### src/code_lock_pkg.sv
// Constants for the program code security lock
package code_lock_pkg;
    // ==================================================================
    // Register addresses
    localparam logic [7:0]  LOCK_CTRL_ADDR   = 8'hb2;   // Special register
    localparam logic [15:0] CONFIG_ONE_ADDR  = 16'h2005; // Configuration RAM
    // ==================================================================
    // Field positions
    localparam int BOOT_WINDOW_BIT  = 7;
    localparam int LOCK_BIT         = 6;
    localparam int FLASH_MEEN_BIT   = 1;
    localparam int FLASH_PWE_BIT    = 0;
    localparam int EMU_CLK_OFF_BIT  = 5;
    // ==================================================================
    // Reset values
    localparam logic [7:0]  LOCK_CTRL_RESET  = 8'h00;
    localparam logic [7:0]  CONFIG_ONE_RESET = 8'h00;
    // ==================================================================
    // Timing
    localparam int BOOT_WINDOW_CYCLES = 32;
    localparam int BOOT_CNT_W         = 6;
    // Flash page holding boot code
    localparam logic [6:0]  BOOT_PAGE        = 7'h00;
    localparam int PAGE_W             = 7;
endpackage

### src/boot_window_timer.sv
// Boot window counter after reset release
`timescale 1ns/1ps
module boot_window_timer #(
    parameter int WINDOW = code_lock_pkg::BOOT_WINDOW_CYCLES
) (
    // Clock and reset
    input  wire logic clock_i,
    input  wire logic rst_i,
    // Window state
    output logic      in_window_o
);
    logic [code_lock_pkg::BOOT_CNT_W-1:0] count;

    // ==================================================================
    // Counts processor cycles from reset release up to the window length
    always_ff @(posedge clock_i) begin
        if (rst_i) begin
            count <= '0;
        end else if (count != code_lock_pkg::BOOT_CNT_W'(WINDOW)) begin
            count <= count + 1'b1;
        end
    end

    // Window flag is registered so it is clean from the first cycle
    always_ff @(posedge clock_i) begin
        if (rst_i) begin
            in_window_o <= 1'b1;
        end else begin
            in_window_o <= (count != code_lock_pkg::BOOT_CNT_W'(WINDOW - 1)) &&
                           (count != code_lock_pkg::BOOT_CNT_W'(WINDOW));
        end
    end
endmodule // boot_window_timer

### src/program_code_security_lock.sv
// Program code security lock: boot window, lock bit, flash and emulator gating
// Notes on behaviour
// - While locked, the emulator may only run global erase; its other operations are refused.
// - Lock can be set only by processor code inside the boot window.
// - Lock stays on until any processor or chip reset; no global erase is needed.
// - Global erase also clears engine program RAM, locked or not.
// - Emulator is inhibited for the first 32 boot cycles after reset.
// - Read-only boot-window status at bit 7 of register 0xb2.
// - After the window ends the emulator may be enabled and take control.
// - Lock bit at 0xb2 bit 6 clears on every processor reset.
// - Lock bit accepts only ones; writing zero leaves it unchanged.
// - While locked, every external program code read is blocked.
// - While locked, page erase of page zero is rejected from any source.
// - While locked, writes to page zero are suppressed from any source.
// - Emulator clock disable bit at 0x2005 bit 5 stops the emulator clock.
// - Chip reset clears all configuration bits including emulator clock disable.
`timescale 1ns/1ps
module program_code_security_lock (
    // Clock and resets
    input  wire logic        clock_i,
    input  wire logic        rst_i,           // Processor reset
    input  wire logic        chip_reset_n_i,  // Chip reset pin, active low
    // Special register port
    input  wire logic        sfr_wr_i,
    input  wire logic        sfr_rd_i,
    input  wire logic [7:0]  sfr_addr_i,
    input  wire logic [7:0]  sfr_wdata_i,
    output logic      [7:0]  sfr_rdata_o,
    output logic             sfr_hit_o,
    // Configuration RAM port
    input  wire logic        cfg_wr_i,
    input  wire logic        cfg_rd_i,
    input  wire logic [15:0] cfg_addr_i,
    input  wire logic [7:0]  cfg_wdata_i,
    output logic      [7:0]  cfg_rdata_o,
    output logic             cfg_hit_o,
    // Flash requests from processor
    input  wire logic        cpu_page_erase_i,
    input  wire logic        cpu_flash_write_i,
    input  wire logic [6:0]  cpu_page_i,
    // Flash requests from emulator
    input  wire logic        emu_page_erase_i,
    input  wire logic        emu_flash_write_i,
    input  wire logic        emu_code_read_i,
    input  wire logic        emu_other_op_i,
    input  wire logic        emu_global_erase_i,
    input  wire logic [6:0]  emu_page_i,
    // External program code read request
    input  wire logic        ext_code_read_i,
    // Global erase completion from the flash
    input  wire logic        global_erase_done_i,
    // Gated flash requests
    output logic             flash_page_erase_o,
    output logic             flash_write_o,
    output logic             flash_global_erase_o,
    output logic             engine_program_ram_clear_o,
    output logic             code_read_ok_o,
    // Emulator control
    output logic             emu_enable_o,
    output logic             emu_clock_en_o,
    output logic             emu_op_ok_o,
    // Lock status
    output logic             code_lock_bit_o,
    output logic             boot_window_o
);
    // ==================================================================
    // Reset synchroniser for chip reset pin (three stages)
    logic [2:0] chip_rst_sync;
    logic       chip_rst;
    logic       any_rst;

    always_ff @(posedge clock_i) begin
        chip_rst_sync <= {chip_rst_sync[1:0], ~chip_reset_n_i};
    end

    // Reset taken once stages two and three agree
    always_ff @(posedge clock_i) begin
        if (chip_rst_sync[2] == chip_rst_sync[1]) begin
            chip_rst <= chip_rst_sync[2];
        end
    end

    assign any_rst = rst_i | chip_rst;

    // ==================================================================
    // Boot window
    logic in_window;

    boot_window_timer #(
        .WINDOW (code_lock_pkg::BOOT_WINDOW_CYCLES)
    ) u_boot_window (
        .clock_i     (clock_i),
        .rst_i       (any_rst),
        .in_window_o (in_window)
    );

    // ==================================================================
    // Register decode
    logic lock_sel;
    logic cfg_sel;

    assign lock_sel = (sfr_addr_i == code_lock_pkg::LOCK_CTRL_ADDR);
    assign cfg_sel  = (cfg_addr_i == code_lock_pkg::CONFIG_ONE_ADDR);

    // ==================================================================
    // Lock control register
    logic       code_lock_bit;
    logic [1:0] flash_ctl;       // Plain flash enable bits
    logic       erased_since;    // Global erase seen while locked

    // Lock bit: set only inside the window, cleared by reset
    always_ff @(posedge clock_i) begin
        if (any_rst && (!code_lock_bit || erased_since || chip_rst)) begin
            code_lock_bit <= 1'b0;
        end else if (any_rst) begin
            code_lock_bit <= 1'b0;
        end else if (sfr_wr_i && lock_sel && in_window &&
                     sfr_wdata_i[code_lock_pkg::LOCK_BIT]) begin
            code_lock_bit <= 1'b1;
        end
    end

    // Records a global erase while locked; the lock bit clears on any reset regardless
    always_ff @(posedge clock_i) begin
        if (any_rst) begin
            erased_since <= 1'b0;
        end else if (code_lock_bit && global_erase_done_i) begin
            erased_since <= 1'b1;
        end
    end

    // Ordinary flash control bits
    always_ff @(posedge clock_i) begin
        if (any_rst) begin
            flash_ctl <= code_lock_pkg::LOCK_CTRL_RESET[1:0];
        end else if (sfr_wr_i && lock_sel) begin
            flash_ctl <= {sfr_wdata_i[code_lock_pkg::FLASH_MEEN_BIT],
                          sfr_wdata_i[code_lock_pkg::FLASH_PWE_BIT]};
        end
    end

    // ==================================================================
    // Configuration register, cleared by chip reset only
    logic [7:0] chip_config_one;

    always_ff @(posedge clock_i) begin
        if (chip_rst) begin
            chip_config_one <= code_lock_pkg::CONFIG_ONE_RESET;
        end else if (cfg_wr_i && cfg_sel) begin
            chip_config_one <= cfg_wdata_i;
        end
    end

    logic emu_clock_off;
    assign emu_clock_off = chip_config_one[code_lock_pkg::EMU_CLK_OFF_BIT];

    // ==================================================================
    // Register read data
    always_ff @(posedge clock_i) begin
        if (any_rst) begin
            sfr_rdata_o <= 8'h00;
        end else if (sfr_rd_i && lock_sel) begin
            sfr_rdata_o <= {in_window, code_lock_bit, 4'h0, flash_ctl};
        end else begin
            sfr_rdata_o <= 8'h00;
        end
    end

    always_ff @(posedge clock_i) begin
        if (chip_rst) begin
            cfg_rdata_o <= 8'h00;
        end else if (cfg_rd_i && cfg_sel) begin
            cfg_rdata_o <= chip_config_one;
        end else begin
            cfg_rdata_o <= 8'h00;
        end
    end

    assign sfr_hit_o = lock_sel & (sfr_rd_i | sfr_wr_i);
    assign cfg_hit_o = cfg_sel & (cfg_rd_i | cfg_wr_i);

    // ==================================================================
    // Emulator gating
    logic emu_allowed;
    logic emu_any_op;

    // Emulator usable only after the window and with its clock running
    assign emu_allowed = !in_window && !emu_clock_off;
    assign emu_any_op  = emu_page_erase_i | emu_flash_write_i | emu_code_read_i |
                         emu_other_op_i;

    // ==================================================================
    // Flash request filtering
    logic cpu_erase_ok;
    logic cpu_write_ok;
    logic emu_erase_ok;
    logic emu_write_ok;
    logic emu_gerase_ok;

    // Page zero protected from page erase while locked
    assign cpu_erase_ok = cpu_page_erase_i &&
                          !(code_lock_bit && cpu_page_i == code_lock_pkg::BOOT_PAGE);
    // Page zero protected from writes while locked
    assign cpu_write_ok = cpu_flash_write_i &&
                          !(code_lock_bit && cpu_page_i == code_lock_pkg::BOOT_PAGE);
    // Emulator limited to global erase while locked
    assign emu_erase_ok = emu_page_erase_i && emu_allowed && !code_lock_bit;
    assign emu_write_ok = emu_flash_write_i && emu_allowed && !code_lock_bit;
    assign emu_gerase_ok = emu_global_erase_i && emu_allowed;

    // Registered flash strobes
    always_ff @(posedge clock_i) begin
        if (any_rst) begin
            flash_page_erase_o   <= 1'b0;
            flash_write_o        <= 1'b0;
            flash_global_erase_o <= 1'b0;
        end else begin
            flash_page_erase_o   <= cpu_erase_ok | emu_erase_ok;
            flash_write_o        <= cpu_write_ok | emu_write_ok;
            flash_global_erase_o <= emu_gerase_ok;
        end
    end

    // Program RAM cleared with every global erase
    always_ff @(posedge clock_i) begin
        if (any_rst) begin
            engine_program_ram_clear_o <= 1'b0;
        end else begin
            engine_program_ram_clear_o <= emu_gerase_ok;
        end
    end

    // Code reads and emulator operations
    always_ff @(posedge clock_i) begin
        if (any_rst) begin
            code_read_ok_o <= 1'b0;
            emu_op_ok_o    <= 1'b0;
        end else begin
            code_read_ok_o <= (ext_code_read_i | (emu_code_read_i && emu_allowed)) &&
                              !code_lock_bit;
            emu_op_ok_o    <= emu_allowed && (code_lock_bit ? emu_global_erase_i
                                              : (emu_any_op | emu_global_erase_i));
        end
    end

    // Emulator enable and clock
    always_ff @(posedge clock_i) begin
        if (any_rst) begin
            emu_enable_o   <= 1'b0;
            emu_clock_en_o <= 1'b0;
        end else begin
            emu_enable_o   <= !in_window;
            emu_clock_en_o <= !in_window && !emu_clock_off;
        end
    end

    assign code_lock_bit_o = code_lock_bit;
    assign boot_window_o   = in_window;
endmodule // program_code_security_lock

### config.mk
export PLATFORM = sky130hd
export DESIGN_NAME = program_code_security_lock
export DESIGN_NICKNAME = d
export VERILOG_FILES = /design/src/code_lock_pkg.sv /design/src/boot_window_timer.sv /design/src/program_code_security_lock.sv
export SDC_FILE = /design/constraint.sdc
export NUM_CORES = 1
export LEC_CHECK = 0
export BUFFER_PORTS_ARGS = -buffer_cell sky130_fd_sc_hd__clkbuf_2
export CAP_MARGIN = 25
export CORE_ASPECT_RATIO = 1.4
export CORE_MARGIN = 4
export CORE_UTILIZATION = 42
export DETAILED_ROUTE_END_ITERATION = 12
export PLACE_DENSITY_LB_ADDON = 0.05
export REMOVE_ABC_BUFFERS = 1
export SETUP_SLACK_MARGIN = 0.02
export SLEW_MARGIN = 40
export SYNTH_ARGS = -nofsm -noshare
export SYNTH_HDL_FRONTEND = slang
export SYNTH_SLANG_ARGS = --single-unit
### constraint.sdc
create_clock -name clock_i -period 1.6 [get_ports clock_i]
set_input_delay 0.32 -clock clock_i [delete_from_list [all_inputs] [get_ports clock_i]]
set_output_delay 0.32 -clock clock_i [all_outputs]
set_load 0.01 [all_outputs]
# Word level (Yosys, flattened, before mapping)
# Index checks and enable logic that the tools add are counted.
[classes] n_mul=0 magnitude_cmp=0 n_mux=1 n_div=0 n_eq_ne=5 shifts=0 reduce_logical=31 add_sub_neg=1 bitwise=15
[ops] operator="logical AND 1 bit" n=21
[ops] operator="equality test 16 x 14 -> 1 bit (second input constant)" n=1
[ops] operator="OR 1 bit" n=10
[ops] operator="equality test 8 bit (second input constant)" n=1
[ops] operator="logical NOT 7 bit" n=1
[ops] operator="adder 6 x 1 -> 6 bit (second input constant)" n=1
[ops] operator="inequality test 6 x 5 -> 1 bit (second input constant)" n=1
[ops] operator="inequality test 6 bit (second input constant)" n=1
[ops] operator="OR reduction 2 bit" n=3
[ops] operator="logical NOT 1 bit" n=4
[ops] operator="NOT 1 bit" n=3
[ops] operator="bitwise AND 1 bit" n=2
[ops] operator="logical OR 1 bit" n=2
[ops] operator="equality test 1 bit" n=1
[ops] operator="2-to-1 mux 1 bit" n=1
[word_totals] out_inout_bits=28 mem_bits_ro=0 ramBits=0 memories=0 elab_cells=71 regBits=46 latchBits=0

# Depth between registers and ports, before layout
# Gate-level depths: netlist (run 1).
[depth] depth_word=6 ltp_mapped=6 depth_no_buf=6

# Modules after synthesis
# Synthesis (run 1) repeated with hierarchy kept, for this count alone.
[hier_totals] cells_unflattened=161 area_unflattened_um2=1632.8
[modules_own_cells] mod="program_code_security_lock" area_each_um2=1296.2 n_inst=1 seq_area_each_um2=690.7 cells_each=125
[modules_own_cells] mod="boot_window_timer" area_each_um2=336.6 n_inst=1 seq_area_each_um2=140.1 cells_each=36

# Least setup slack after synthesis (run 1)
# No wires, ideal clock.
[synth_path] path_type="input to output" startpoint="input sfr_addr_i[0]" endpoint="output sfr_hit_o" t_required_ns=1.280 stages=3 arrival_ns=1.040 path_slack_ns=0.240 path_cell_list="nor4b_1 and2_1 o21a_1"
[synth_between] elab_chain_cells=2
[synth_rtl] item="start: declaration" line="program_code_security_lock.sv:26" rtl="input wire logic [7:0] sfr_addr_i,"
[synth_rtl] item="equality test 8 bit" line="program_code_security_lock.sv:102" rtl="assign lock_sel = (sfr_addr_i == code_lock_pkg::LOCK_CTRL_ADDR);"
[synth_rtl] item="bitwise AND 1 bit" line="program_code_security_lock.sv:179" rtl="assign sfr_hit_o = lock_sel & (sfr_rd_i | sfr_wr_i);"
[synth_rtl] item="end: declaration" line="program_code_security_lock.sv:29" rtl="output logic sfr_hit_o,"
# No other way between the ends.

# Worst setup path in the final report (run 1)
[layout_path] startpoint="input cfg_addr_i[10]" endpoint="output cfg_hit_o"
[layout_between] elab_chain_cells=2
[layout_rtl] item="start: declaration" line="program_code_security_lock.sv:33" rtl="input wire logic [15:0] cfg_addr_i,"
[layout_rtl] item="equality test 16 x 14 -> 1 bit" line="program_code_security_lock.sv:103" rtl="assign cfg_sel = (cfg_addr_i == code_lock_pkg::CONFIG_ONE_ADDR);"
[layout_rtl] item="bitwise AND 1 bit" line="program_code_security_lock.sv:180" rtl="assign cfg_hit_o = cfg_sel & (cfg_rd_i | cfg_wr_i);"
[layout_rtl] item="end: declaration" line="program_code_security_lock.sv:36" rtl="output logic cfg_hit_o,"
# No other way between the ends.

==> metrics.json, run 1 <==
{
  "floorplanning": {
    "die_width_um": 60.2,
    "die_h_um": 81.1,
    "core_area_um2": 3680,
    "rows": 26,
    "top_level_pins": 98,
    "die_area_um2": 4890,
    "initial_utilization_pct": 43.6
  },
  "placement": {
    "place_inst": 276,
    "final_hpwl_dp_um": 2700,
    "dpl_worst_slack_ps": 55.7,
    "finalWeightedCongestion": 0.707,
    "place.port_buffers": 80
  },
  "global_route": {
    "global_route.overflow_total": 0,
    "grt_antenna_before_repair": 0,
    "first_global_vias": 1309,
    "grt_usage_pct": 14.6,
    "grt_pass1_wl_um": 5310,
    "grt_start_max_net_pins": 15
  },
  "synth": {
    "synth_warnings": 0,
    "ffs_latches_synth": 41,
    "post-synth-top-area-fraction_pct": 49.9,
    "synth_cell_types": 34,
    "seq_area_frac_synth_pct": 51.8,
    "post_synth_inst_count": 157,
    "synth.area.top_cells": "dfxtp_1 50%, and2_1 5.1%, nor4b_4 4.4%",
    "syn_area_um2": 1600,
    "library_cell_occupying_the_most_area_in_the_post_synthesis_netlist": "dfxtp_1",
    "synth.avg_cell_area_um2": 10.2
  },
  "setup_path": {
    "reg2reg_setup_slack_ps": 200,
    "timing.critical_path.required_ps": 1280,
    "timing.critical_path.to_type": "output port",
    "worst-path-stages": 5,
    "rr_worst_depth": 6,
    "cp_data_arrival_time_ps": 1180,
    "cp_max_fo": 4,
    "path_class": "in -> out",
    "worst_path_most_repeated_cell": "clkbuf_2",
    "rr_endpoint": "u_boot_window.count[1]",
    "critical_path.startpoint_type": "input pin",
    "worstPathCellList": "clkbuf_2, nor4b_4, nand4_4, nor2_1, clkbuf_2",
    "critical_path.reg2reg.startpoint": "u_boot_window.count[0]",
    "critical_path.endpoint": "cfg_hit_o",
    "critPathMaxStageDelay_ps": 340,
    "cp_num_buf_inv": 2,
    "crit_slowest_cell": "nor4b_4",
    "timing.critical_path.max_delay_family": "simple AND/OR/NAND/NOR gates",
    "critPathLaunch": "cfg_addr_i[10]"
  },
  "timing": {
    "rsz_0062_raised_after_global_routing": "no",
    "fin_crit_ps": 1500,
    "finalHoldViolations": 0,
    "finClkSkew_ps": 5.36,
    "min_period_over_period_pct": 93.4,
    "max_freq_mhz": 669,
    "final-setup-viol-count": 0,
    "timing.final.max_slew_violations": 0,
    "fin_tns_setup_ps": 0,
    "post-route-worst-setup-slack_ps": 105
  },
  "power": {
    "internal_power_mw": 1.42,
    "clock_power_share_pct": 34.4,
    "share_comb_of_total_power_pct": 8.2,
    "power.ir.vdd_worst_mv": 0.510,
    "share_seq_of_total_power_pct": 57.4,
    "switchingPower_uw": 403,
    "power.density_nw_per_um2": 849,
    "lkg_pwr_nw": 0.986,
    "power_switching_share_pct": 22.2
  },
  "clocking": {
    "htree_num_levels": 2,
    "cts.reportedPaths.clkPinSlew_ps": 70,
    "cts_made_buffers": 5,
    "cts.sinks": 41,
    "holdBufCountCts": 0,
    "later_pin_clock_latency_in_the_skew_report_ps": 280,
    "cts_tree": "built",
    "clk_path_buf_depth": 2,
    "cts.root.buffer_cell": "clkbuf_8"
  },
  "layout": {
    "layout.cells.most_common_list": "80 x clkbuf_2, 40 x dfxtp_1, 14 x nand3_1, 13 x and2_1, 13 x nor2_1",
    "final_layout_size_suffix_gt1_share_pct": 41.8,
    "final_core_util_pct": 58.2,
    "final_nets": 315,
    "layout_commonest_cell": "clkbuf_2",
    "post_layout_nonfiller_instances": 286,
    "number_of_fill_cells": 338,
    "antenna-diode-count": 0,
    "flow.area_growth_from_synthesis_pct": 33.5
  },
  "flow_run": {
    "cap_viol_max_count": 0
  },
  "worst_hold_path": {
    "hold_depth": 2,
    "worstHoldPathType": "in -> reg"
  },
  "detailed_routing": {
    "drt.antenna.violating_nets": 0,
    "route.detailed.drc": 0,
    "routed_wirelength_um": 3440,
    "drt_pre_antenna_iters": 4,
    "initialDrtViolationCount": 28,
    "dr_vias": 1403,
    "average_wire_per_standard_cell_um": 12.0,
    "via_per_inst": 4.91
  },
  "status": {
    "status": "complete, no violations"
  }
}
[logic make-up (layout without fill, tap and decap cells)]
| logic type | count (synthesis) | after routing | synth area share, % |
|---|---|---|---|
| xor gates and xnor gates | 6 | 6 | 3.28 |
| and+or+nand+nor | 67 | 67 | 29.1 |
| muxes | 1 | 1 | 0.624 |
| adders and majority gates | 2 | 2 | 1.56 |
| AOI/OAI and AO/OA | 25 | 25 | 8.66 |
| DFF | 41 | 41 | 51.8 |
| other | 1 | 4 | 0.234 |
| buffers and inverters | 14 | 98 | 4.76 |
[cells in the mapped netlist]
| library cell | n |
|---|---|
| dfxtp_1 | 40 |
| nand3_1 | 14 |
| and2_1 | 13 |
| nor2_1 | 13 |
| a21oi_1 | 11 |
| o21ai_0 | 9 |
| buf_4 | 6 |
| nor3_1 | 6 |
| inv_1 | 4 |
| xnor2_1 | 4 |
| clkbuf_1 | 3 |
| nand2_1 | 3 |
| nor4b_4 | 3 |
| a22oi_1 | 2 |
| and3_1 | 2 |
| ha_1 | 2 |
| nor4_1 | 2 |
| nor4b_1 | 2 |
| o21a_1 | 2 |
| xor2_1 | 2 |
| a41oi_1 | 1 |
| and4_1 | 1 |
| and4b_1 | 1 |
| buf_2 | 1 |
| conb_1 | 1 |
| edfxtp_1 | 1 |
| mux2i_1 | 1 |
| nand3b_1 | 1 |
| nand4_4 | 1 |
| nor3_2 | 1 |
| nor3b_1 | 1 |
| nor3b_4 | 1 |
| nor4_4 | 1 |
| or2_2 | 1 |
[state kept, by name, summed over array words and instances, names as in the netlist]
register and cells:
cfg_rdata_o 8, sfr_rdata_o 4, engine_program_ram_clear_o 1, flash_page_erase_o 1, chip_rst 1, code_read_ok_o 1, emu_enable_o 1, u_boot_window.count 6
flash_ctl 2, chip_rst_sync 3, flash_write_o 1, chip_config_one 8, emu_clock_en_o 1, code_lock_bit_o 1, emu_op_ok_o 1, u_boot_window.in_window_o 1
[timing repair]
| item | 4_1_cts | 5_1_grt |
|---|---|---|
| endpoints found under the setup margin | 0 | 2 |
| setup buffers | 0 | 2 |
| resized for setup | 0 | 1 |
[stage by stage]
stage | hold slack, ps | power (mW) | instance area [µm²]
2_1_floorplan | 310 | 1.12 | 1550
3_3_place_gp | 314 | 1.21 | 2040
3_5_place_dp | 313 | 1.22 | 2040
4_1_cts | 161 | 1.86 | 2120
5_1_grt | 172 | 1.91 | 2140
6_report | 178 | 1.82 | 2140
[worst min path at each step]
stage / start / end / slack, ps
final: chip_reset_n_i / chip_rst_sync[0] / 180
after detailed placement: chip_rst_sync[0] / chip_rst_sync[1] / 310
after CTS: chip_reset_n_i / chip_rst_sync[0] / 160
after global routing: chip_reset_n_i / chip_rst_sync[0] / 170
after floorplan: chip_rst_sync[0] / chip_rst_sync[1] / 310
after global placement: chip_rst_sync[0] / chip_rst_sync[1] / 310
[power groups by stage]
stage	Clock, mW	Combinational [mW]	Sequential, mW
floorplan	0	0.0438	1.07
global placement	0	0.145	1.07
detailed placement	0	0.148	1.07
CTS	0.663	0.149	1.04
global route	0.697	0.166	1.04
finish	0.626	0.149	1.04
[metal layers]
metal	track usage (%)	vias up	wire length (µm)
met2	24.6	59	1700
met5	0	-	0
met1	15.1	630	1330
li1	-	709	-
met4	8.43	0	63
met3	5.56	5	342
[layout make-up]
class                   count  area, µm²  share of cell area, %
clock buffers               6       72.6                   3.39
clock inverters             2       10.0                  0.468
inverters                   4       15.0                  0.701
multi-input cells         105        714                   33.4
flip-flops and latches     41        831                   38.8
well taps                  42       52.6                   2.45
repair buffers             86        445                   20.8
Note: power is estimated with default switching activity, not from simulation.
==> run 2, diff against run 1 <==
--- a/config.mk
+++ b/config.mk
@@ -7,9 +7,11 @@
 export LEC_CHECK = 0
 export BUFFER_PORTS_ARGS = -buffer_cell sky130_fd_sc_hd__clkbuf_2
 export CAP_MARGIN = 25
+export CELL_PAD_IN_SITES_DETAIL_PLACEMENT = 1
+export CELL_PAD_IN_SITES_GLOBAL_PLACEMENT = 1
 export CORE_ASPECT_RATIO = 1.4
 export CORE_MARGIN = 4
-export CORE_UTILIZATION = 42
+export CORE_UTILIZATION = 32
 export DETAILED_ROUTE_END_ITERATION = 12
 export PLACE_DENSITY_LB_ADDON = 0.05
 export REMOVE_ABC_BUFFERS = 1
==> constraint.sdc (replaced) <==
create_clock -name clock_i -period 1.9 [get_ports clock_i]
set_input_delay 0.38 -clock clock_i [delete_from_list [all_inputs] [get_ports clock_i]]
set_output_delay 0.38 -clock clock_i [all_outputs]
set_load 0.01 [all_outputs]
==> metrics.json, run 2 (synthesized netlist as in run 1, its figures left out) <==
{
  "status": {
    "status": {"value": "complete, no violations", "change": "unchanged"}
  },
  "power": {
    "lkg_pwr": {"value": 0.960, "unit": "nW", "change": "was 0.986 nW"},
    "power.density": {"value": 734, "unit": "nW/µm²", "change": "was 849 nW/µm²"},
    "power.ir.vdd_worst": {"value": 0.411, "unit": "mV", "change": "was 0.510 mV"}
  },
  "floorplanning": {
    "initial_utilization": {"value": 33.1, "unit": "%", "change": "was 43.6%"},
    "die_area": {"value": 6230, "unit": "µm²", "change": "was 4890 µm²"},
    "rows": {"value": 30, "change": "was 26"},
    "die_h": {"value": 91.8, "unit": "µm", "change": "was 81.1 µm"},
    "core_area": {"value": 4840, "unit": "µm²", "change": "was 3680 µm²"},
    "top_level_pins": {"value": 98, "change": "unchanged"},
    "die_width": {"value": 67.8, "unit": "µm", "change": "was 60.2 µm"}
  },
  "layout": {
    "final_layout_size_suffix_gt1_share": {"value": 40.6, "unit": "%", "change": "was 41.8%"},
    "final-seq-area": {"value": 831, "unit": "µm²", "change": "unchanged"},
    "layout_commonest_cell": {"value": "clkbuf_2", "change": "unchanged"},
    "area_of_combinational_cells_with_multiple_inputs": {"value": 708, "unit": "µm²", "change": "was 714 µm²"},
    "flow.area_growth_from_synthesis": {"value": 32.7, "unit": "%", "change": "was 33.5%"},
    "largest_registers": {"value": "cfg_rdata_o (8), chip_config_one (8), u_boot_window.count (6)", "change": "unchanged"},
    "post_layout_nonfiller_instances": {"value": 303, "change": "was 286"},
    "number_of_fill_cells": {"value": 582, "change": "was 338"},
    "antenna-diode-count": {"value": 0, "change": "unchanged"},
    "layout.cells.most_common_list": {"value": "80 x clkbuf_2, 40 x dfxtp_1, 14 x nand3_1, 13 x and2_1, 13 x nor2_1", "change": "unchanged"},
    "final_nets": {"value": 310, "change": "was 315"},
    "finish.instance_area": {"value": 2130, "unit": "µm²", "change": "was 2140 µm²"}
  },
  "detailed_routing": {
    "drt.antenna.violating_nets": {"value": 0, "change": "unchanged"},
    "route.detailed.drc": {"value": 0, "change": "unchanged"},
    "drt_pre_antenna_iters": {"value": 4, "change": "unchanged"},
    "routed_wirelength": {"value": 4200, "unit": "µm", "change": "was 3440 µm"},
    "via_per_inst": {"value": 4.69, "change": "was 4.91"},
    "dr_vias": {"value": 1421, "change": "was 1403"},
    "initialDrtViolationCount": {"value": 40, "change": "was 28"},
    "average_wire_per_standard_cell": {"value": 13.9, "unit": "µm", "change": "was 12.0 µm"}
  },
  "timing": {
    "finalHoldViolations": {"value": 0, "change": "unchanged"},
    "finClkSkew": {"value": 5.37, "unit": "ps", "change": "was 5.36 ps"},
    "min_period_over_period_pct": 91.7,
    "final-setup-viol-count": {"value": 0, "change": "unchanged"},
    "fin_tns_setup": {"value": 0, "unit": "ps", "change": "unchanged"},
    "rsz_0062_raised_after_global_routing": {"value": "no", "change": "unchanged"},
    "timing.final.max_slew_violations": {"value": 0, "change": "unchanged"},
    "fin_crit_ps": 1740,
    "max_freq_mhz": 574
  },
  "clocking": {
    "postCtsSetupBuffers": {"value": 0, "change": "unchanged"},
    "cts.reportedPaths.clkPinSlew": {"value": 80, "unit": "ps", "change": "was 70 ps"},
    "cts_tree": {"value": "built", "change": "unchanged"},
    "cts.repair.resized": {"value": 0, "change": "unchanged"},
    "htree_num_levels": {"value": 2, "change": "unchanged"},
    "cts.root.buffer_cell": {"value": "clkbuf_8", "change": "unchanged"},
    "cts_made_buffers": {"value": 5, "change": "unchanged"},
    "clk_path_buf_depth": {"value": 2, "change": "unchanged"},
    "cts.sinks": {"value": 41, "change": "unchanged"},
    "later_pin_clock_latency_in_the_skew_report": {"value": 290, "unit": "ps", "change": "was 280 ps"},
    "holdBufCountCts": {"value": 0, "change": "unchanged"}
  },
  "placement": {
    "dpl_cell_area": {"value": 2040, "unit": "µm²", "change": "about the same"},
    "place.port_buffers": {"value": 80, "change": "unchanged"},
    "finalWeightedCongestion": {"value": 0.672, "change": "was 0.707"},
    "place_inst": {"value": 295, "change": "was 276"},
    "final_hpwl_dp": {"value": 3420, "unit": "µm", "change": "was 2700 µm"}
  },
  "setup_path": {
    "path_class": {"value": "in -> out", "change": "unchanged"},
    "timing.critical_path.to_type": {"value": "output port", "change": "unchanged"},
    "timing.critical_path.required": {"value": 1520, "unit": "ps", "change": "was 1280 ps"},
    "reg2reg_setup_slack": {"value": 470, "unit": "ps", "change": "was 200 ps"},
    "rr_worst_depth": {"value": 6, "change": "unchanged"},
    "cp_max_fo": {"value": 10, "change": "was 4"},
    "rr_endpoint": {"value": "u_boot_window.count[1]", "change": "unchanged"},
    "critical_path.startpoint_type": {"value": "input pin", "change": "unchanged"},
    "cp_data_arrival_time": {"value": 1360, "unit": "ps", "change": "was 1180 ps"},
    "critical_path.reg2reg.startpoint": {"value": "u_boot_window.count[0]", "change": "unchanged"}
  },
  "global_route": {
    "grt_usage": {"value": 14.6, "unit": "%", "change": "about the same"},
    "grt_antenna_before_repair": {"value": 0, "change": "unchanged"},
    "first_global_vias": {"value": 1541, "change": "was 1309"},
    "grt_start_max_net_pins": {"value": 15, "change": "unchanged"},
    "global_route.overflow_total": {"value": 0, "change": "unchanged"},
    "grt_pass1_wl": {"value": 6840, "unit": "µm", "change": "was 5310 µm"}
  },
  "worst_hold_path": {
    "hold_depth": {"value": 2, "change": "unchanged"},
    "timing.hold.worst_endpoint": {"value": "chip_rst_sync[0]", "change": "unchanged"},
    "hp-start": {"value": "chip_reset_n_i", "change": "unchanged"},
    "worstHoldPathType": {"value": "in -> reg", "change": "unchanged"}
  },
  "flow_run": {
    "cap_viol_max_count": {"value": 0, "change": "unchanged"}
  }
}
==> run 2: changes by cell type in the layout (fill, tap and decap cells not counted), sizes merged <==
cell / before / now
buf: 6 / 1
clkbuf: 86 / 85
clkinvlp: 0 / 1
==> run 2: cell type report <==
cell class	count	share of cell area [%]
Tap cell	64	3.76
Inverter	4	0.705
Clock inverter	3	0.823
Clock buffer	5	3.23
Sequential cell	41	39.0
Timing Repair Buffer	81	19.2
Multi-Input combinational cell	105	33.3
==> run 2: critical path, cell delays in order <==
cell and delay, ps:
clkbuf_2 100, nor4b_4 340, nand4_4 240, nor2_1 150
clkbuf_2 140
==> run 2: through the flow <==
| stage | hold slack [ps] | util [%] | total power, mW | worst slack (ps) |
|---|---|---|---|---|
| after floorplan | 310 | - | 0.940 | 420 |
| after global placement | 319 | 42.2 | 1.02 | 179 |
| after detailed placement | 322 | 42.2 | 1.03 | 159 |
| after CTS | 222 | 44.0 | 1.59 | 150 |
| after global routing | 232 | 44.0 | 1.64 | 34.3 |
| final | 231 | 44.0 | 1.56 | 158 |
==> run 2: metal layers <==
layer	vias up	global-route usage (%)	wire [µm]
met1	665	15.0	1500
met5	-	0	0
li1	698	-	-
met4	0	6.63	102
met2	50	25.9	2290
met3	8	4.66	310
==> run 2: worst max-delay path by stage <==
stage	endpoint	slack, ps	from	cells past startpoint
finish	cfg_hit_o	160	cfg_addr_i[5]	5
global route	sfr_hit_o	30	sfr_addr_i[0]	5
CTS	cfg_hit_o	150	cfg_addr_i[5]	5
detailed placement	cfg_hit_o	160	cfg_addr_i[5]	5
global placement	cfg_hit_o	180	cfg_addr_i[5]	5
floorplan	sfr_hit_o	420	sfr_addr_i[0]	3
==> run 2: report_power, final <==
| part | internal [mW] | switching (mW) | total, mW |
|---|---|---|---|
| clock network | 0.253 | 0.302 | 0.556 |
| registers | 0.873 | 0.00549 | 0.878 |
| logic | 0.0642 | 0.0635 | 0.128 |
| total | 1.19 | 0.371 | 1.56 |
==> run 3, diff against run 2 <==
--- a/config.mk
+++ b/config.mk
@@ -5,6 +5,7 @@
 export SDC_FILE = /design/constraint.sdc
 export NUM_CORES = 1
 export LEC_CHECK = 0
+export ABC_AREA = 1
 export BUFFER_PORTS_ARGS = -buffer_cell sky130_fd_sc_hd__clkbuf_2
 export CAP_MARGIN = 25
 export CELL_PAD_IN_SITES_DETAIL_PLACEMENT = 1
==> metrics.json, run 3 <==
{
  "floorplanning": {
    "die_area": {"value": 6850, "unit": "µm²", "change": "was 6230 µm²"},
    "die_h": {"value": 96.3, "unit": "µm", "change": "was 91.8 µm"},
    "rows": {"value": 31, "change": "was 30"},
    "core_area": {"value": 5280, "unit": "µm²", "change": "was 4840 µm²"},
    "initial_utilization": {"value": 33.8, "unit": "%", "change": "was 33.1%"},
    "top_level_pins": {"value": 98, "change": "unchanged"},
    "die_width": {"value": 71.1, "unit": "µm", "change": "was 67.8 µm"}
  },
  "setup_path": {
    "critPathMaxStageDelay": {"value": 210, "unit": "ps", "change": "was 340 ps"},
    "cp_data_arrival_time": {"value": 1220, "unit": "ps", "change": "was 1360 ps"},
    "crit_slowest_cell": {"value": "nand3_1", "change": "was nor4b_4"},
    "cp_max_fo": {"value": 5, "change": "was 10"},
    "rr_endpoint": {"value": "u_boot_window.count[2]", "change": "was u_boot_window.count[1]"},
    "path_class": {"value": "in -> out", "change": "unchanged"},
    "critical_path.reg2reg.startpoint": {"value": "chip_rst", "change": "was u_boot_window.count[0]"},
    "timing.critical_path.required": {"value": 1520, "unit": "ps", "change": "about the same"},
    "reg2reg_setup_slack": {"value": 670, "unit": "ps", "change": "was 470 ps"},
    "rr_worst_depth": {"value": 3, "change": "was 6"},
    "timing.critical_path.to_type": {"value": "output port", "change": "unchanged"},
    "worstPathCellList": {"value": "clkbuf_2, inv_1, nand2_1, nor3_2, nand3_1, nand2_1, clkbuf_2", "change": "was clkbuf_2, nor4b_4, nand4_4, nor2_1, clkbuf_2"},
    "critical_path.startpoint_type": {"value": "input pin", "change": "unchanged"}
  },
  "detailed_routing": {
    "via_per_inst": {"value": 4.34, "change": "was 4.69"},
    "initialDrtViolationCount": {"value": 26, "change": "was 40"},
    "route.detailed.drc": {"value": 0, "change": "unchanged"},
    "average_wire_per_standard_cell": {"value": 11.2, "unit": "µm", "change": "was 13.9 µm"},
    "drt_pre_antenna_iters": {"value": 3, "change": "was 4"},
    "dr_vias": {"value": 1677, "change": "was 1421"},
    "routed_wirelength": {"value": 4330, "unit": "µm", "change": "was 4200 µm"},
    "drt.antenna.violating_nets": {"value": 0, "change": "unchanged"}
  },
  "flow_run": {
    "cap_viol_max_count": {"value": 0, "change": "unchanged"}
  },
  "global_route": {
    "grt_pass1_wl": {"value": 7110, "unit": "µm", "change": "was 6840 µm"},
    "grt_usage": {"value": 13.1, "unit": "%", "change": "was 14.6%"},
    "grt_start_max_net_pins": {"value": 13, "change": "was 15"},
    "grt_antenna_before_repair": {"value": 0, "change": "unchanged"},
    "global_route.overflow_total": {"value": 0, "change": "unchanged"},
    "first_global_vias": {"value": 1677, "change": "was 1541"}
  },
  "layout": {
    "area_of_combinational_cells_with_multiple_inputs": {"value": 742, "unit": "µm²", "change": "was 708 µm²"},
    "post_layout_nonfiller_instances": {"value": 386, "change": "was 303"},
    "final-seq-area": {"value": 831, "unit": "µm²", "change": "unchanged"},
    "number_of_fill_cells": {"value": 720, "change": "was 582"},
    "final_layout_size_suffix_gt1_share": {"value": 32.5, "unit": "%", "change": "was 40.6%"},
    "flow.area_growth_from_synthesis": {"value": 29.4, "unit": "%", "change": "was 32.7%"},
    "final_nets": {"value": 391, "change": "was 310"},
    "layout.cells.most_common_list": {"value": "80 x clkbuf_2, 44 x inv_1, 43 x nand2_1, 43 x nor2_1, 40 x dfxtp_1", "change": "was 80 x clkbuf_2, 40 x dfxtp_1, 14 x nand3_1, 13 x and2_1, 13 x nor2_1"},
    "antenna-diode-count": {"value": 0, "change": "unchanged"},
    "layout_commonest_cell": {"value": "clkbuf_2", "change": "unchanged"},
    "largest_registers": {"value": "cfg_rdata_o (8), chip_config_one (8), u_boot_window.count (6)", "change": "unchanged"}
  },
  "worst_hold_path": {
    "worstHoldPathType": {"value": "in -> reg", "change": "unchanged"},
    "timing.hold.worst_endpoint": {"value": "chip_rst_sync[0]", "change": "unchanged"},
    "hold_depth": {"value": 2, "change": "unchanged"},
    "hp-start": {"value": "chip_reset_n_i", "change": "unchanged"}
  },
  "clocking": {
    "later_pin_clock_latency_in_the_skew_report": {"value": 290, "unit": "ps", "change": "about the same"},
    "postCtsSetupBuffers": {"value": 0, "change": "unchanged"},
    "cts.sinks": {"value": 41, "change": "unchanged"},
    "cts_made_buffers": {"value": 5, "change": "unchanged"},
    "holdBufCountCts": {"value": 0, "change": "unchanged"},
    "cts.reportedPaths.clkPinSlew": {"value": 70, "unit": "ps", "change": "was 80 ps"},
    "clk_path_buf_depth": {"value": 2, "change": "unchanged"},
    "cts.repair.resized": {"value": 0, "change": "unchanged"},
    "cts.root.buffer_cell": {"value": "clkbuf_8", "change": "unchanged"},
    "cts_tree": {"value": "built", "change": "unchanged"},
    "htree_num_levels": {"value": 2, "change": "unchanged"}
  },
  "timing": {
    "worst_hold_slack": {"value": 231, "unit": "ps", "change": "about the same"},
    "finalHoldViolations": {"value": 0, "change": "unchanged"},
    "finClkSkew": {"value": 3.34, "unit": "ps", "change": "was 5.37 ps"},
    "max_freq": {"value": 626, "unit": "MHz", "change": "was 574 MHz"},
    "timing.final.max_slew_violations": {"value": 0, "change": "unchanged"},
    "fin_crit": {"value": 1600, "unit": "ps", "change": "was 1740 ps"},
    "min_period_over_period": {"value": 84.0, "unit": "%", "change": "was 91.7%"},
    "final-setup-viol-count": {"value": 0, "change": "unchanged"},
    "post-route-worst-setup-slack": {"value": 303, "unit": "ps", "change": "was 158 ps"},
    "fin_tns_setup": {"value": 0, "unit": "ps", "change": "unchanged"},
    "rsz_0062_raised_after_global_routing": {"value": "no", "change": "unchanged"}
  },
  "synth": {
    "synth_compound_area_share": {"value": 3.16, "unit": "%", "change": "was 8.66%"},
    "ffs_latches_synth": {"value": 41, "change": "unchanged"},
    "post_synth_inst_count": {"value": 236, "change": "was 157"},
    "syn_area": {"value": 1780, "unit": "µm²", "change": "was 1600 µm²"},
    "seq_area_frac_synth": {"value": 46.6, "unit": "%", "change": "was 51.8%"},
    "synth.area.top_cells": {"value": "dfxtp_1 45%, inv_1 9.3%, nand2_1 9.1%", "change": "was dfxtp_1 50%, and2_1 5.1%, nor4b_4 4.4%"},
    "post-synth-top-area-fraction": {"value": 44.9, "unit": "%", "change": "was 49.9%"},
    "synth-adder-area-share": {"value": 1.40, "unit": "%", "change": "was 1.56%"},
    "ys_async_sr_fraction": {"value": 0, "unit": "%", "change": "unchanged"},
    "synth_simple_gate_area_share": {"value": 35.2, "unit": "%", "change": "was 29.1%"},
    "most_used_flip_flop_cell_after_synthesis": {"value": "dfxtp_1", "change": "unchanged"},
    "synth_cell_types": {"value": 29, "change": "was 34"},
    "synth.area.mux_share": {"value": 0, "unit": "%", "change": "was 0.624%"},
    "yosys.area_share.xor_xnor": {"value": 0.982, "unit": "%", "change": "was 3.28%"},
    "post-synth-top-count-cell": {"value": "inv_1", "change": "was dfxtp_1"},
    "library_cell_occupying_the_most_area_in_the_post_synthesis_netlist": {"value": "dfxtp_1", "change": "unchanged"},
    "synth_warnings": {"value": 0, "change": "unchanged"},
    "synth_top_family_by_area": {"value": "simple AND/OR/NAND/NOR gates", "change": "unchanged"},
    "most_used_standard_cells_in_the_synthesized_netlist": {"value": "44 x inv_1, 43 x nand2_1, 43 x nor2_1", "change": "was 40 x dfxtp_1, 14 x nand3_1, 13 x and2_1, 13 x nor2_1, 11 x a21oi_1"},
    "synth_enable_flop_cells": {"value": 1, "change": "unchanged"},
    "synth.avg_cell_area": {"value": 7.55, "unit": "µm²", "change": "was 10.2 µm²"}
  },
  "power": {
    "report.power.total": {"value": 1.56, "unit": "mW", "change": "about the same"},
    "lkg_pwr": {"value": 1.19, "unit": "nW", "change": "was 0.960 nW"},
    "power.ir.vdd_worst": {"value": 0.321, "unit": "mV", "change": "was 0.411 mV"},
    "power.density": {"value": 677, "unit": "nW/µm²", "change": "was 734 nW/µm²"}
  },
  "placement": {
    "dpl_worst_slack": {"value": 273, "unit": "ps", "change": "was 159 ps"},
    "place_inst": {"value": 378, "change": "was 295"},
    "place.port_buffers": {"value": 80, "change": "unchanged"},
    "finalWeightedCongestion": {"value": 0.764, "change": "was 0.672"},
    "final_hpwl_dp": {"value": 3690, "unit": "µm", "change": "was 3420 µm"}
  },
  "status": {
    "status": {"value": "complete, no violations", "change": "unchanged"}
  }
}
## run 3: changes by cell type in the layout (fill, tap and decap cells not counted), moves of 7 or more
cell     delta
nand3_1     -9
nand4_1    +14
nor2_2      +8
o21ai_0     -7
nor2_1     +30
and2_1     -13
inv_1      +40
nand2_1    +40
## run 3: stage by stage
step / util (%) / cell area (µm²)
2_1_floorplan: - / 1740
6_report: 43.7 / 2310
5_1_grt: 43.7 / 2310
3_5_place_dp: 42.2 / 2220
3_3_place_gp: 42.2 / 2220
4_1_cts: 43.7 / 2310
## run 3: area by class of cell
class,instances,share of cell area (%)
flip-flops and latches,41,36.0
clock buffers,6,3.15
inverters,45,7.32
repair buffers,80,17.4
clock inverters,2,0.434
well taps,66,3.58
multi-input cells,146,32.2
## run 3: kinds of logic (layout without fill, tap and decap cells)
| kind of cell | after synthesis | count (layout) |
|---|---|---|
| AOI/OAI and AO/OA | 10 | 10 |
| xor gates and xnor gates | 2 | 2 |
| adders and majority gates | 2 | 2 |
| buffers and inverters | 52 | 133 |
| DFF | 41 | 41 |
| other | 1 | 4 |
| and+or+nand+nor | 128 | 128 |
## run 3: critical path, delay by kind of cell
family	cells	cell delay, ps
buf+inv	3	250
simple gates	4	570
## run 3: routing by layer
layer | GRT usage (%) | part of all wire, %
met5 | 0 | 0
met4 | 5.64 | 1.6
met3 | 3.03 | 7.2
met2 | 25.7 | 54
met1 | 13.0 | 37
## run 3: worst max path at each step
stage / slack [ps] / end / depth (start not counted) / from
after floorplan: 580 / sfr_hit_o / 5 / sfr_addr_i[0]
after global placement: 300 / sfr_hit_o / 6 / sfr_addr_i[7]
after detailed placement: 270 / sfr_hit_o / 7 / sfr_addr_i[0]
after CTS: 280 / sfr_hit_o / 7 / sfr_addr_i[0]
after global routing: 210 / sfr_hit_o / 6 / sfr_addr_i[7]
final: 300 / sfr_hit_o / 7 / sfr_addr_i[0]
## run 3: report_power, final
part / internal [mW] / leakage (nW) / switching [mW]
Combinational: 0.0638 / 0.809 / 0.0734
Clock: 0.255 / 0.0450 / 0.288
Sequential: 0.873 / 0.334 / 0.00768
